==> src/hw/sesr_pkg.sv <==
package sesr_pkg;

   // register word width of every status register
   localparam int unsigned REG_W = 16;
   localparam int unsigned SEL_W = 4;

   // host select codes for the register port
   localparam logic [3:0] SEL_BB_COND = 4'h0;
   localparam logic [3:0] SEL_BB_FALL = 4'h1;
   localparam logic [3:0] SEL_BB_RISE = 4'h2;
   localparam logic [3:0] SEL_BB_EVENT = 4'h3;
   localparam logic [3:0] SEL_BB_MASK = 4'h4;
   localparam logic [3:0] SEL_Q_COND = 4'h5;
   localparam logic [3:0] SEL_Q_FALL = 4'h6;
   localparam logic [3:0] SEL_Q_RISE = 4'h7;
   localparam logic [3:0] SEL_Q_EVENT = 4'h8;
   localparam logic [3:0] SEL_Q_MASK = 4'h9;

   // baseband condition bit positions
   localparam int unsigned BB_ACTIVE_BIT = 0;
   localparam int unsigned BB_DATA_IO_BIT = 1;

   // questionable condition bit positions
   localparam int unsigned Q_POWER_BIT = 3;
   localparam int unsigned Q_COLD_BIT = 4;
   localparam int unsigned Q_FREQ_BIT = 5;
   localparam int unsigned Q_MOD_BIT = 7;
   localparam int unsigned Q_CAL_BIT = 8;
   localparam int unsigned Q_SELFTEST_BIT = 9;
   localparam int unsigned Q_BIT_ERROR_TESTER_BIT = 12;

   // positions in the parent registers fed by the summaries
   localparam int unsigned OPER_BB_SUMMARY_BIT = 10;
   localparam int unsigned STB_OPER_SUMMARY_BIT = 7;
   localparam int unsigned STB_QUEST_SUMMARY_BIT = 3;

   // reset values of filters, events and masks, and the unmapped read value
   localparam logic [15:0] FILTER_RESET = 16'h0000;
   localparam logic [15:0] EVENT_RESET = 16'h0000;
   localparam logic [15:0] MASK_RESET = 16'h0000;
   localparam logic [15:0] UNMAPPED_READ = 16'h0000;

   // one host access to the status registers
   typedef struct packed {
      logic valid;
      logic write;
      logic [3:0] sel;
      logic [15:0] wdata;
   } sesr_req_type;

   // answer to one host access
   typedef struct packed {
      logic valid;
      logic [15:0] rdata;
   } sesr_rsp_type;

   // live hardware status feeding the questionable condition
   typedef struct packed {
      logic power_summary;
      logic cold_detect;
      logic freq_summary;
      logic mod_summary;
      logic cal_summary;
      logic bit_error_tester_summary;
   } sesr_quest_src_type;

endpackage

==> src/hw/sesr_top.sv <==
// Function
// baseband summary drives bit 10 of the operation condition word.
// baseband condition bit 0 follows baseband generator active.
// baseband condition bit 1 follows baseband data input/output activity.
// baseband condition bits 2 to 15 read zero.
// condition words track live status; host writes to them are ignored.
// condition reads return the plain binary sum of set bits.
// rise filter enables 0-to-1 latching, fall filter 1-to-0 latching.
// host writes each filter or mask as one summed value.
// event bits set on enabled transitions and stay set.
// reading an event register returns it, then clears it.
// baseband mask selects events feeding the baseband summary.
// mask reads return the value last written.
// questionable summary drives status byte bit 3.
// questionable bits 0,1,2,6,10,11,13,14,15 read zero.
// questionable bit 3 mirrors the power group summary.
// questionable bit 4 is high while the heater or oven is cold.
// questionable bit 5 mirrors the frequency group summary.
// questionable bit 7 mirrors the modulation group summary.
// questionable bit 8 mirrors the calibration group summary.
// questionable bit 9 holds self-test failure until power cycle only.
// questionable bit 12 mirrors the bit error tester summary.
// questionable mask selects events feeding the status byte bit 3.
// summaries are the or of events anded with masks, every cycle.
// filters, events and masks are zero after reset.
module sesr_top #(
   parameter int unsigned WIDTH = 16
) (
   // clock and reset
   input wire logic core_clk,
   input wire logic rst_n,
   // baseband generator status
   input wire logic bb_active,
   input wire logic bb_data_io,
   // questionable status sources
   input wire sesr_pkg::sesr_quest_src_type quest_src,
   input wire logic selftest_fail,
   // clear-status command pulse
   input wire logic clear_status_command,
   // host register port
   input wire sesr_pkg::sesr_req_type host_req,
   output sesr_pkg::sesr_rsp_type host_rsp_q,
   // summaries towards the parent registers
   output logic oper_bb_summary_q,
   output logic stb_quest_summary_q
);

   // sampled conditions
   logic [WIDTH-1:0] bb_cond_q;
   logic [WIDTH-1:0] q_cond_q;
   logic [WIDTH-1:0] bb_cond_d;
   logic [WIDTH-1:0] q_cond_d;
   logic selftest_held;

   // host decode
   logic is_rd;
   logic is_wr;
   logic wr_bb_rise;
   logic wr_bb_fall;
   logic wr_bb_mask;
   logic wr_q_rise;
   logic wr_q_fall;
   logic wr_q_mask;
   logic rd_bb_event;
   logic rd_q_event;

   // group contents
   logic [WIDTH-1:0] bb_rise_q;
   logic [WIDTH-1:0] bb_fall_q;
   logic [WIDTH-1:0] bb_event_q;
   logic [WIDTH-1:0] bb_mask_q;
   logic bb_summary;
   logic [WIDTH-1:0] q_rise_q;
   logic [WIDTH-1:0] q_fall_q;
   logic [WIDTH-1:0] q_event_q;
   logic [WIDTH-1:0] q_mask_q;
   logic q_summary;

   // read path
   logic [WIDTH-1:0] rd_mux;
   sesr_pkg::sesr_rsp_type host_rsp_d;

   // select match helper, shared by every select decode line
   function automatic logic sel_is(input logic [3:0] sel, input logic [3:0] code);
      sel_is = (sel == code);
   endfunction

   // place one status level at its condition position
   function automatic logic [WIDTH-1:0] put_bit(input logic val, input int unsigned pos);
      logic [WIDTH-1:0] w;
      w = '0;
      w[pos] = val;
      put_bit = w;
   endfunction

   // baseband condition word: only the two live flags, the rest zero
   assign bb_cond_d = put_bit(bb_active, sesr_pkg::BB_ACTIVE_BIT)
      | put_bit(bb_data_io, sesr_pkg::BB_DATA_IO_BIT);

   // questionable condition word built from subordinate summaries
   assign q_cond_d = put_bit(quest_src.power_summary, sesr_pkg::Q_POWER_BIT)
      | put_bit(quest_src.cold_detect, sesr_pkg::Q_COLD_BIT)
      | put_bit(quest_src.freq_summary, sesr_pkg::Q_FREQ_BIT)
      | put_bit(quest_src.mod_summary, sesr_pkg::Q_MOD_BIT)
      | put_bit(quest_src.cal_summary, sesr_pkg::Q_CAL_BIT)
      | put_bit(selftest_held, sesr_pkg::Q_SELFTEST_BIT)
      | put_bit(quest_src.bit_error_tester_summary, sesr_pkg::Q_BIT_ERROR_TESTER_BIT);

   // condition words sample live status and have no write path at all
   always_ff @(posedge core_clk) begin
      if (!rst_n) begin
         bb_cond_q <= '0;
         q_cond_q <= '0;
      end else begin
         bb_cond_q <= bb_cond_d;
         q_cond_q <= q_cond_d;
      end
   end

   // self-test failure stays until power-on reset, immune to clear-status
   sesr_sticky u_selftest (
      .core_clk(core_clk),
      .rst_n(rst_n),
      .fail_in(selftest_fail),
      .fail_q(selftest_held)
   );

   // request decode; condition selects have no write strobe on purpose
   assign is_rd = host_req.valid && !host_req.write;
   assign is_wr = host_req.valid && host_req.write;
   // host sends each filter or mask as one summed word, stored as is
   assign wr_bb_rise = is_wr && sel_is(host_req.sel, sesr_pkg::SEL_BB_RISE);
   assign wr_bb_fall = is_wr && sel_is(host_req.sel, sesr_pkg::SEL_BB_FALL);
   assign wr_bb_mask = is_wr && sel_is(host_req.sel, sesr_pkg::SEL_BB_MASK);
   assign wr_q_rise = is_wr && sel_is(host_req.sel, sesr_pkg::SEL_Q_RISE);
   assign wr_q_fall = is_wr && sel_is(host_req.sel, sesr_pkg::SEL_Q_FALL);
   assign wr_q_mask = is_wr && sel_is(host_req.sel, sesr_pkg::SEL_Q_MASK);
   assign rd_bb_event = is_rd && sel_is(host_req.sel, sesr_pkg::SEL_BB_EVENT);
   assign rd_q_event = is_rd && sel_is(host_req.sel, sesr_pkg::SEL_Q_EVENT);

   // baseband operation group
   sesr_group #(
      .WIDTH(WIDTH)
   ) u_bb_group (
      .core_clk(core_clk),
      .rst_n(rst_n),
      .cond(bb_cond_q),
      .wr_rise(wr_bb_rise),
      .wr_fall(wr_bb_fall),
      .wr_mask(wr_bb_mask),
      .wdata(host_req.wdata[WIDTH-1:0]),
      .rd_event(rd_bb_event),
      .clr_status(clear_status_command),
      .rise_filter_q(bb_rise_q),
      .fall_filter_q(bb_fall_q),
      .event_q(bb_event_q),
      .mask_q(bb_mask_q),
      .summary(bb_summary)
   );

   // questionable data group
   sesr_group #(
      .WIDTH(WIDTH)
   ) u_q_group (
      .core_clk(core_clk),
      .rst_n(rst_n),
      .cond(q_cond_q),
      .wr_rise(wr_q_rise),
      .wr_fall(wr_q_fall),
      .wr_mask(wr_q_mask),
      .wdata(host_req.wdata[WIDTH-1:0]),
      .rd_event(rd_q_event),
      .clr_status(clear_status_command),
      .rise_filter_q(q_rise_q),
      .fall_filter_q(q_fall_q),
      .event_q(q_event_q),
      .mask_q(q_mask_q),
      .summary(q_summary)
   );

   // read mux; the value is the binary weight sum the host prints in decimal
   always_comb begin
      unique case (host_req.sel)
         sesr_pkg::SEL_BB_COND: rd_mux = bb_cond_q;
         sesr_pkg::SEL_BB_FALL: rd_mux = bb_fall_q;
         sesr_pkg::SEL_BB_RISE: rd_mux = bb_rise_q;
         sesr_pkg::SEL_BB_EVENT: rd_mux = bb_event_q;
         sesr_pkg::SEL_BB_MASK: rd_mux = bb_mask_q;
         sesr_pkg::SEL_Q_COND: rd_mux = q_cond_q;
         sesr_pkg::SEL_Q_FALL: rd_mux = q_fall_q;
         sesr_pkg::SEL_Q_RISE: rd_mux = q_rise_q;
         sesr_pkg::SEL_Q_EVENT: rd_mux = q_event_q;
         sesr_pkg::SEL_Q_MASK: rd_mux = q_mask_q;
         default: rd_mux = WIDTH'(sesr_pkg::UNMAPPED_READ);
      endcase
   end

   // answer every request; writes echo zero data
   assign host_rsp_d = '{valid: host_req.valid, rdata: (is_rd ? 16'(rd_mux) : 16'h0000)};

   // registered answer: the event value is the one before its clear
   always_ff @(posedge core_clk) begin
      if (!rst_n) begin
         host_rsp_q <= '0;
      end else begin
         host_rsp_q <= host_rsp_d;
      end
   end

   // summaries registered so the outputs come from flip-flops
   always_ff @(posedge core_clk) begin
      if (!rst_n) begin
         oper_bb_summary_q <= 1'b0;
         stb_quest_summary_q <= 1'b0;
      end else begin
         oper_bb_summary_q <= bb_summary;
         stb_quest_summary_q <= q_summary;
      end
   end

endmodule

==> src/hw/sesr_sticky.sv <==
// holds a self-test failure until the next power-on reset
module sesr_sticky (
   // clock and power-on reset
   input wire logic core_clk,
   input wire logic rst_n,
   // failure report from the power-up self-test
   input wire logic fail_in,
   // held failure flag
   output logic fail_q
);

   // no software clear exists on purpose: only a power cycle ends it
   always_ff @(posedge core_clk) begin
      if (!rst_n) begin
         fail_q <= 1'b0;
      end else if (fail_in) begin
         fail_q <= 1'b1;
      end
   end

endmodule

==> src/hw/sesr_group.sv <==
// one status group: transition filters, event latch, enable mask, summary
module sesr_group #(
   parameter int unsigned WIDTH = 16
) (
   // clock and reset
   input wire logic core_clk,
   input wire logic rst_n,
   // live condition word
   input wire logic [WIDTH-1:0] cond,
   // host writes
   input wire logic wr_rise,
   input wire logic wr_fall,
   input wire logic wr_mask,
   input wire logic [WIDTH-1:0] wdata,
   // destructive read and clear-status pulse
   input wire logic rd_event,
   input wire logic clr_status,
   // register contents
   output logic [WIDTH-1:0] rise_filter_q,
   output logic [WIDTH-1:0] fall_filter_q,
   output logic [WIDTH-1:0] event_q,
   output logic [WIDTH-1:0] mask_q,
   // or of enabled events
   output logic summary
);

   logic [WIDTH-1:0] prev_q;
   logic [WIDTH-1:0] rise_hit;
   logic [WIDTH-1:0] fall_hit;
   logic [WIDTH-1:0] clr_bits;
   logic [WIDTH-1:0] event_d;

   // qualified edges of the condition word
   assign rise_hit = cond & ~prev_q & rise_filter_q;
   assign fall_hit = ~cond & prev_q & fall_filter_q;
   assign clr_bits = (rd_event || clr_status) ? '1 : '0;
   // a new edge wins over a clear in the same cycle, so no event is lost
   assign event_d = (event_q & ~clr_bits) | rise_hit | fall_hit;
   assign summary = |(event_q & mask_q);

   // previous condition for edge detection
   always_ff @(posedge core_clk) begin
      if (!rst_n) begin
         prev_q <= '0;
      end else begin
         prev_q <= cond;
      end
   end

   // filters and mask hold the host's last written value
   always_ff @(posedge core_clk) begin
      if (!rst_n) begin
         rise_filter_q <= WIDTH'(sesr_pkg::FILTER_RESET);
         fall_filter_q <= WIDTH'(sesr_pkg::FILTER_RESET);
         mask_q <= WIDTH'(sesr_pkg::MASK_RESET);
      end else begin
         if (wr_rise) begin
            rise_filter_q <= wdata;
         end
         if (wr_fall) begin
            fall_filter_q <= wdata;
         end
         if (wr_mask) begin
            mask_q <= wdata;
         end
      end
   end

   // event latch
   always_ff @(posedge core_clk) begin
      if (!rst_n) begin
         event_q <= WIDTH'(sesr_pkg::EVENT_RESET);
      end else begin
         event_q <= event_d;
      end
   end

endmodule

==> config.mk <==
export PLATFORM = sky130hd
export DESIGN_NAME = sesr_top
export DESIGN_NICKNAME = d
export VERILOG_FILES = /design/src/hw/sesr_pkg.sv /design/src/hw/sesr_top.sv /design/src/hw/sesr_sticky.sv /design/src/hw/sesr_group.sv
export SDC_FILE = /design/constraint.sdc
export NUM_CORES = 1
export LEC_CHECK = 0
export BUFFER_PORTS_ARGS = -buffer_cell sky130_fd_sc_hd__buf_2
export CORE_ASPECT_RATIO = 0.8
export CORE_MARGIN = 5
export CORE_UTILIZATION = 40
export CTS_CLUSTER_SIZE = 12
export DETAILED_ROUTE_END_ITERATION = 10
export PLACE_DENSITY = 0.57
export SLEW_MARGIN = 10
export SYNTH_ARGS = -nofsm -noshare
export SYNTH_HDL_FRONTEND = slang
export SYNTH_SLANG_ARGS = --single-unit
==> constraint.sdc <==
create_clock -name core_clk -period 1.9 [get_ports core_clk]
set_input_delay 0.38 -clock core_clk [delete_from_list [all_inputs] [get_ports core_clk]]
set_output_delay 0.38 -clock core_clk [all_outputs]
set_load 0.03 [all_outputs]
# Word level (Yosys, flattened, before mapping)
# Index checks and enable logic that the tools add are counted.
# word_totals
reg_bits	212
inputBits	34
output_inout_bits	19
word_cells	75
# classes
n_eq_ne	9
n_mux	3
n_bitwise	29
n_reduce_logical	17
# ops
operator	n
$and A16 B16 Y16	12
$pmux W16 S10	1
$not A16 Y16	6
$or A16 B16 Y16	4
$mux W16	2
$reduce_or A16 Y1	2
$eq A4 B3 Y1 const B	4
$or A10 B13 Y13	1
$logic_and A1 B1 Y1	10
$or A9 B10 Y10	1
$or A8 B9 Y9	1
$eq A4 B2 Y1 const B	2
$eq A4 B4 Y1 const B	2
$or A6 B8 Y8	1
$or A5 B6 Y6	1
$or A4 B5 Y5	1
$eq A4 B1 Y1 const B	1
$logic_not A4 Y1	1
$logic_or A1 B1 Y1	2
$or A1 B2 Y2	1
$reduce_and A2 Y1	1
$logic_not A1 Y1	1

# Depth between registers and ports, before layout
# logic_depth
ltp_word	9
ltp_mapped	7

# Cells and area by module
# From an unflattened synthesis, not the netlist that was laid out.
# hier_totals
cells_unflattened	798
area_unflattened_um2	8443.1
# modules_own_cells
module	instances	cells_each	area_each_um2	seq_area_each_um2
sesr_group	2	281	3154.3	1601.5
sesr_top	1	234	2107.0	560.5
sesr_sticky	1	2	27.5	20.0

# Worst setup path after synthesis
# Ideal clock, no wire load.
# synth_timing
kind	input to register
from	input port host_req[18] (netlist bit)
to	register u_q_group.mask_q[10]
setup_time_ns	0.116
arrival_ns	1.500
slack_ns	0.284
stages	7
path_buffers	3
path_cell_list	buf_4 -> and4bb_4 -> and2b_1 -> buf_6 -> buf_12 -> mux2i_1 -> nor2b_1
# synth_via
elab_chain_len	2
# synth_rtl
item	line_no	rtl
start, declared	sesr_top.sv:41	input wire sesr_pkg::sesr_req_type host_req,
$eq A4 B4 Y1	sesr_top.sv:85	sel_is = (sel == code);
$logic_and A1 B1 Y1	sesr_top.sv:137	assign wr_q_mask = is_wr && sel_is(host_req.sel, sesr_pkg::SEL_Q_MASK);
end signal, assigned	sesr_group.sv:55	mask_q <= WIDTH'(sesr_pkg::MASK_RESET);
end signal, assigned	sesr_group.sv:64	mask_q <= wdata;
end, declared	sesr_group.sv:22	output logic [WIDTH-1:0] mask_q,
# No other way between the ends.
# A chain may end at the register's enable or synchronous reset.

# Final worst setup path
# layout_timing
from	input port host_req[19] (netlist bit)
to	register u_bb_group.rise_filter_q[8]
# layout_via
elab_chain_len	2
# layout_rtl
item	line_no	rtl
$eq A4 B2 Y1	sesr_top.sv:85	
$logic_and A1 B1 Y1	sesr_top.sv:132	assign wr_bb_rise = is_wr && sel_is(host_req.sel, sesr_pkg::SEL_BB_RISE);
end signal, assigned	sesr_group.sv:53	rise_filter_q <= WIDTH'(sesr_pkg::FILTER_RESET);
end signal, assigned	sesr_group.sv:58	rise_filter_q <= wdata;
end, declared	sesr_group.sv:19	output logic [WIDTH-1:0] rise_filter_q,
# No other way between the ends.

==> results.yml <==
clock_network:
  cts_tree: "done"
  clock_latency_ns: 0.44
  cts_resized: 0
  cts_hold_buffers: 0
  cts.sinks: 166
  numCtsBuffers: 17
  cts_setup_buffers: 0
  clk_pin_slew_ns: 0.06
  cts_buffer_depth: 2
  cts_root_buf: "clkbuf_16"
  htree_levels: 4
worst_setup_path:
  critical_path_depth: 8
  endpoint: "u_bb_group.rise_filter_q[8]$_SDFFE_PN0P_"
  timing.rr.end: "host_rsp_q[1]$_SDFF_PN0_"
  cp_cell_sequence: "buf_2, buf_12, nor2_1, buf_4, and4_1, buf_12, nand2_1, a21boi_1"
  crit_path_end_kind: "flip-flop"
  cp-startpoint: "host_req[19]"
  cp.required_ns: 2.26
  path_buf_inv: 4
  critical-path-top-delay-family: "buffers and inverters"
  startpoint_type: "input pin"
  r2r_cells: 4
  crit_fanout: 16
  rrSetupSlack_ns: 0.45
  cp.arrival_ns: 1.88
  slowest_delay_ns: 0.28
  slowest_stage: "and4_1"
  critPathKind: "in2reg"
  r2r_start: "u_q_group.mask_q[1]$_SDFFE_PN0P_"
  crit_top_cell: "buf_12"
routing:
  firstDrtPassIters: 7
  drtIter0Drc: 607
  drcViolationCount: 0
  via_count: 5973
  wirelength_mm: 22.22
  wl_per_cell_um: 20.82
  avgViaCountPerCell: 5.598
  antenna_left: 0
timing:
  rsz0062_at_grt: "false"
  min_period_ns: 1.518
  setup_violations: 0
  worst_pin_slew_ns: 0.8391
  slew_violations: 0
  skew_ns: 0.006890
  relSlewSlack_pct: 44.06
  hold_ws_ns: 0.1361
  fin_crit_sh_pct: 79.88
  fmax_mhz: 658.9
  hold_violations: 0
die:
  die-area_um2: 20320
  die_y_um: 128.5
  start_util_pct: 40.66
  fp.dieW_um: 158.1
  core-area_um2: 17270
  rows: 43
  io-pin-count: 53
synthesis:
  synth.distinct_cells: 48
  yosysWarningCount: 0
  synth_area_um2: 7022
  synth_area_per_cell_um2: 9.239
  synth_nets: 794
  ys.flop_type: "dfxtp_1"
  async_flop_share_pct: 0
  synth_edf_count: 0
  yosys_register_bits: 166
  ys_seq_area_share_pct: 47.33
  syn_inst: 760
grt:
  grt_pass1_wl_mm: 34.56
  antenna_found_initial: 0
  grt_pass1_vias: 5848
  gr-total-overflow: 0
  grt_max_degree: 100
  grt_use_total_pct: 22.30
pwr:
  power_density_nw_per_um2: 886.2
  power_mw: 7.386
  power_leakage_nw: 3.064
  peakVddDrop_mv: 0.5236
finish:
  layout_commonest_cell: "nand2_1"
  fill_cells: 1642
  layout-drive-gt1-share_pct: 18.53
  num-nets-final: 865
  num_antenna_cells: 0
  synthToLayoutAreaGrowth_pct: 18.69
  fin_cells: 1067
  final_cell_mix: "nand2_1 (183), dfxtp_1 (166), buf_2 (51)"
worst_hold_path:
  hold_class: "in2reg"
placed_design:
  numPortBuffers: 52
  dpl.cell_count: 1037
  detailed_place_hpwl_mm: 15.99
  globalplace.congestion: 0.9312
run:
  max_cap_viol_count: 0
run_status:
  status: "complete, no violations"
[flip-flops by register name (all words and copies together) (netlist names), 2 cells and up]
signal                    flops
u_bb_group.event_q           16
u_bb_group.prev_q             2
host_rsp_q                   17
bb_cond_q                     2
q_cond_q                      7
u_q_group.fall_filter_q      16
u_q_group.prev_q              7
u_bb_group.fall_filter_q     16
u_q_group.mask_q             16
u_bb_group.mask_q            16
u_q_group.rise_filter_q      16
u_bb_group.rise_filter_q     16
u_q_group.event_q            16
[metrics by stage]
| stage | worst slack, ns | util, % | cell area, µm² | TNS [ns] |
|---|---|---|---|---|
| after floorplan | 0.2836 | - | 7022 | 0 |
| after global placement | 0.004185 | 44.97 | 7766 | 0 |
| after detailed placement | -0.02493 | 44.97 | 7766 | -0.08762 |
| after CTS | 0.4168 | 48.26 | 8334 | 0 |
| after global routing | 0.2853 | 48.26 | 8334 | 0 |
| final | 0.3822 | 48.26 | 8334 | 0 |
[final cells by class]
cell class	instances	area, µm²	area share [%]
flip-flops and latches	166	3323	39.87
clock inverters	11	125.1	1.501
clock buffers	19	442.9	5.315
multi-input cells	538	3391	40.68
repair buffers	108	770.7	9.248
well taps	225	281.5	3.378
[metal layers]
layer	vias to the layer above	share of wire (%)	track usage (%)
met5	-	0	0
li1	2795	-	-
met2	221	44	34.27
met4	0	2.1	6.921
met1	2920	46	31.69
met3	37	7.1	4.438
[synthesized netlist by cell type (all sizes together) (5+ instances only)]
| master | number | area (µm²) |
|---|---|---|
| a21oi | 22 | 121.4 |
| a22oi | 15 | 112.6 |
| a22o | 14 | 122.6 |
| nand3b | 13 | 97.59 |
| mux2i | 34 | 340.3 |
| mux2 | 7 | 78.83 |
| o21ai | 11 | 55.05 |
| dfxtp | 166 | 3323 |
| a21boi | 80 | 600.6 |
| clkbuf | 25 | 93.84 |
| nor2b | 33 | 206.5 |
| and3 | 24 | 150.1 |
| nor2 | 8 | 30.03 |
| a31oi | 11 | 68.82 |
| and2 | 20 | 125.1 |
| nand3 | 9 | 45.04 |
| nand2 | 183 | 686.9 |
| a221oi | 15 | 131.4 |
| buf | 31 | 214.0 |
| nor3 | 5 | 25.02 |
[cells by family after synthesis]
| family | count (synthesis) | synth area share [%] |
|---|---|---|
| buffers and inverters | 56 | 4.384 |
| flip-flops | 166 | 47.33 |
| AND/OR/NAND/NOR | 310 | 22.04 |
| multiplexers | 44 | 6.932 |
| AO/OA/AOI/OAI | 184 | 19.32 |
[how the worst min path moves through the flow]
stage	start	end	slack [ns]	cells after the start
after floorplan	u_selftest.fail_q$_SDFFE_PN0P_	q_cond_q[9]$_SDFF_PN0_	0.43	1
after global placement	u_selftest.fail_q$_SDFFE_PN0P_	q_cond_q[9]$_SDFF_PN0_	0.44	1
after detailed placement	u_selftest.fail_q$_SDFFE_PN0P_	q_cond_q[9]$_SDFF_PN0_	0.45	1
after CTS	selftest_fail	u_selftest.fail_q$_SDFFE_PN0P_	0.12	2
after global routing	selftest_fail	u_selftest.fail_q$_SDFFE_PN0P_	0.14	2
final	selftest_fail	u_selftest.fail_q$_SDFFE_PN0P_	0.14	2
[power breakdown]
part	switching [mW]	total, mW	internal (mW)	leakage [nW]
Sequential	0.0262	3.54	3.52	1.34
Combinational	0.260	0.442	0.182	1.45
Clock	1.44	3.40	1.96	0.276
Total	1.73	7.39	5.66	3.06
No activity file was read; power rests on OpenSTA's default activity.
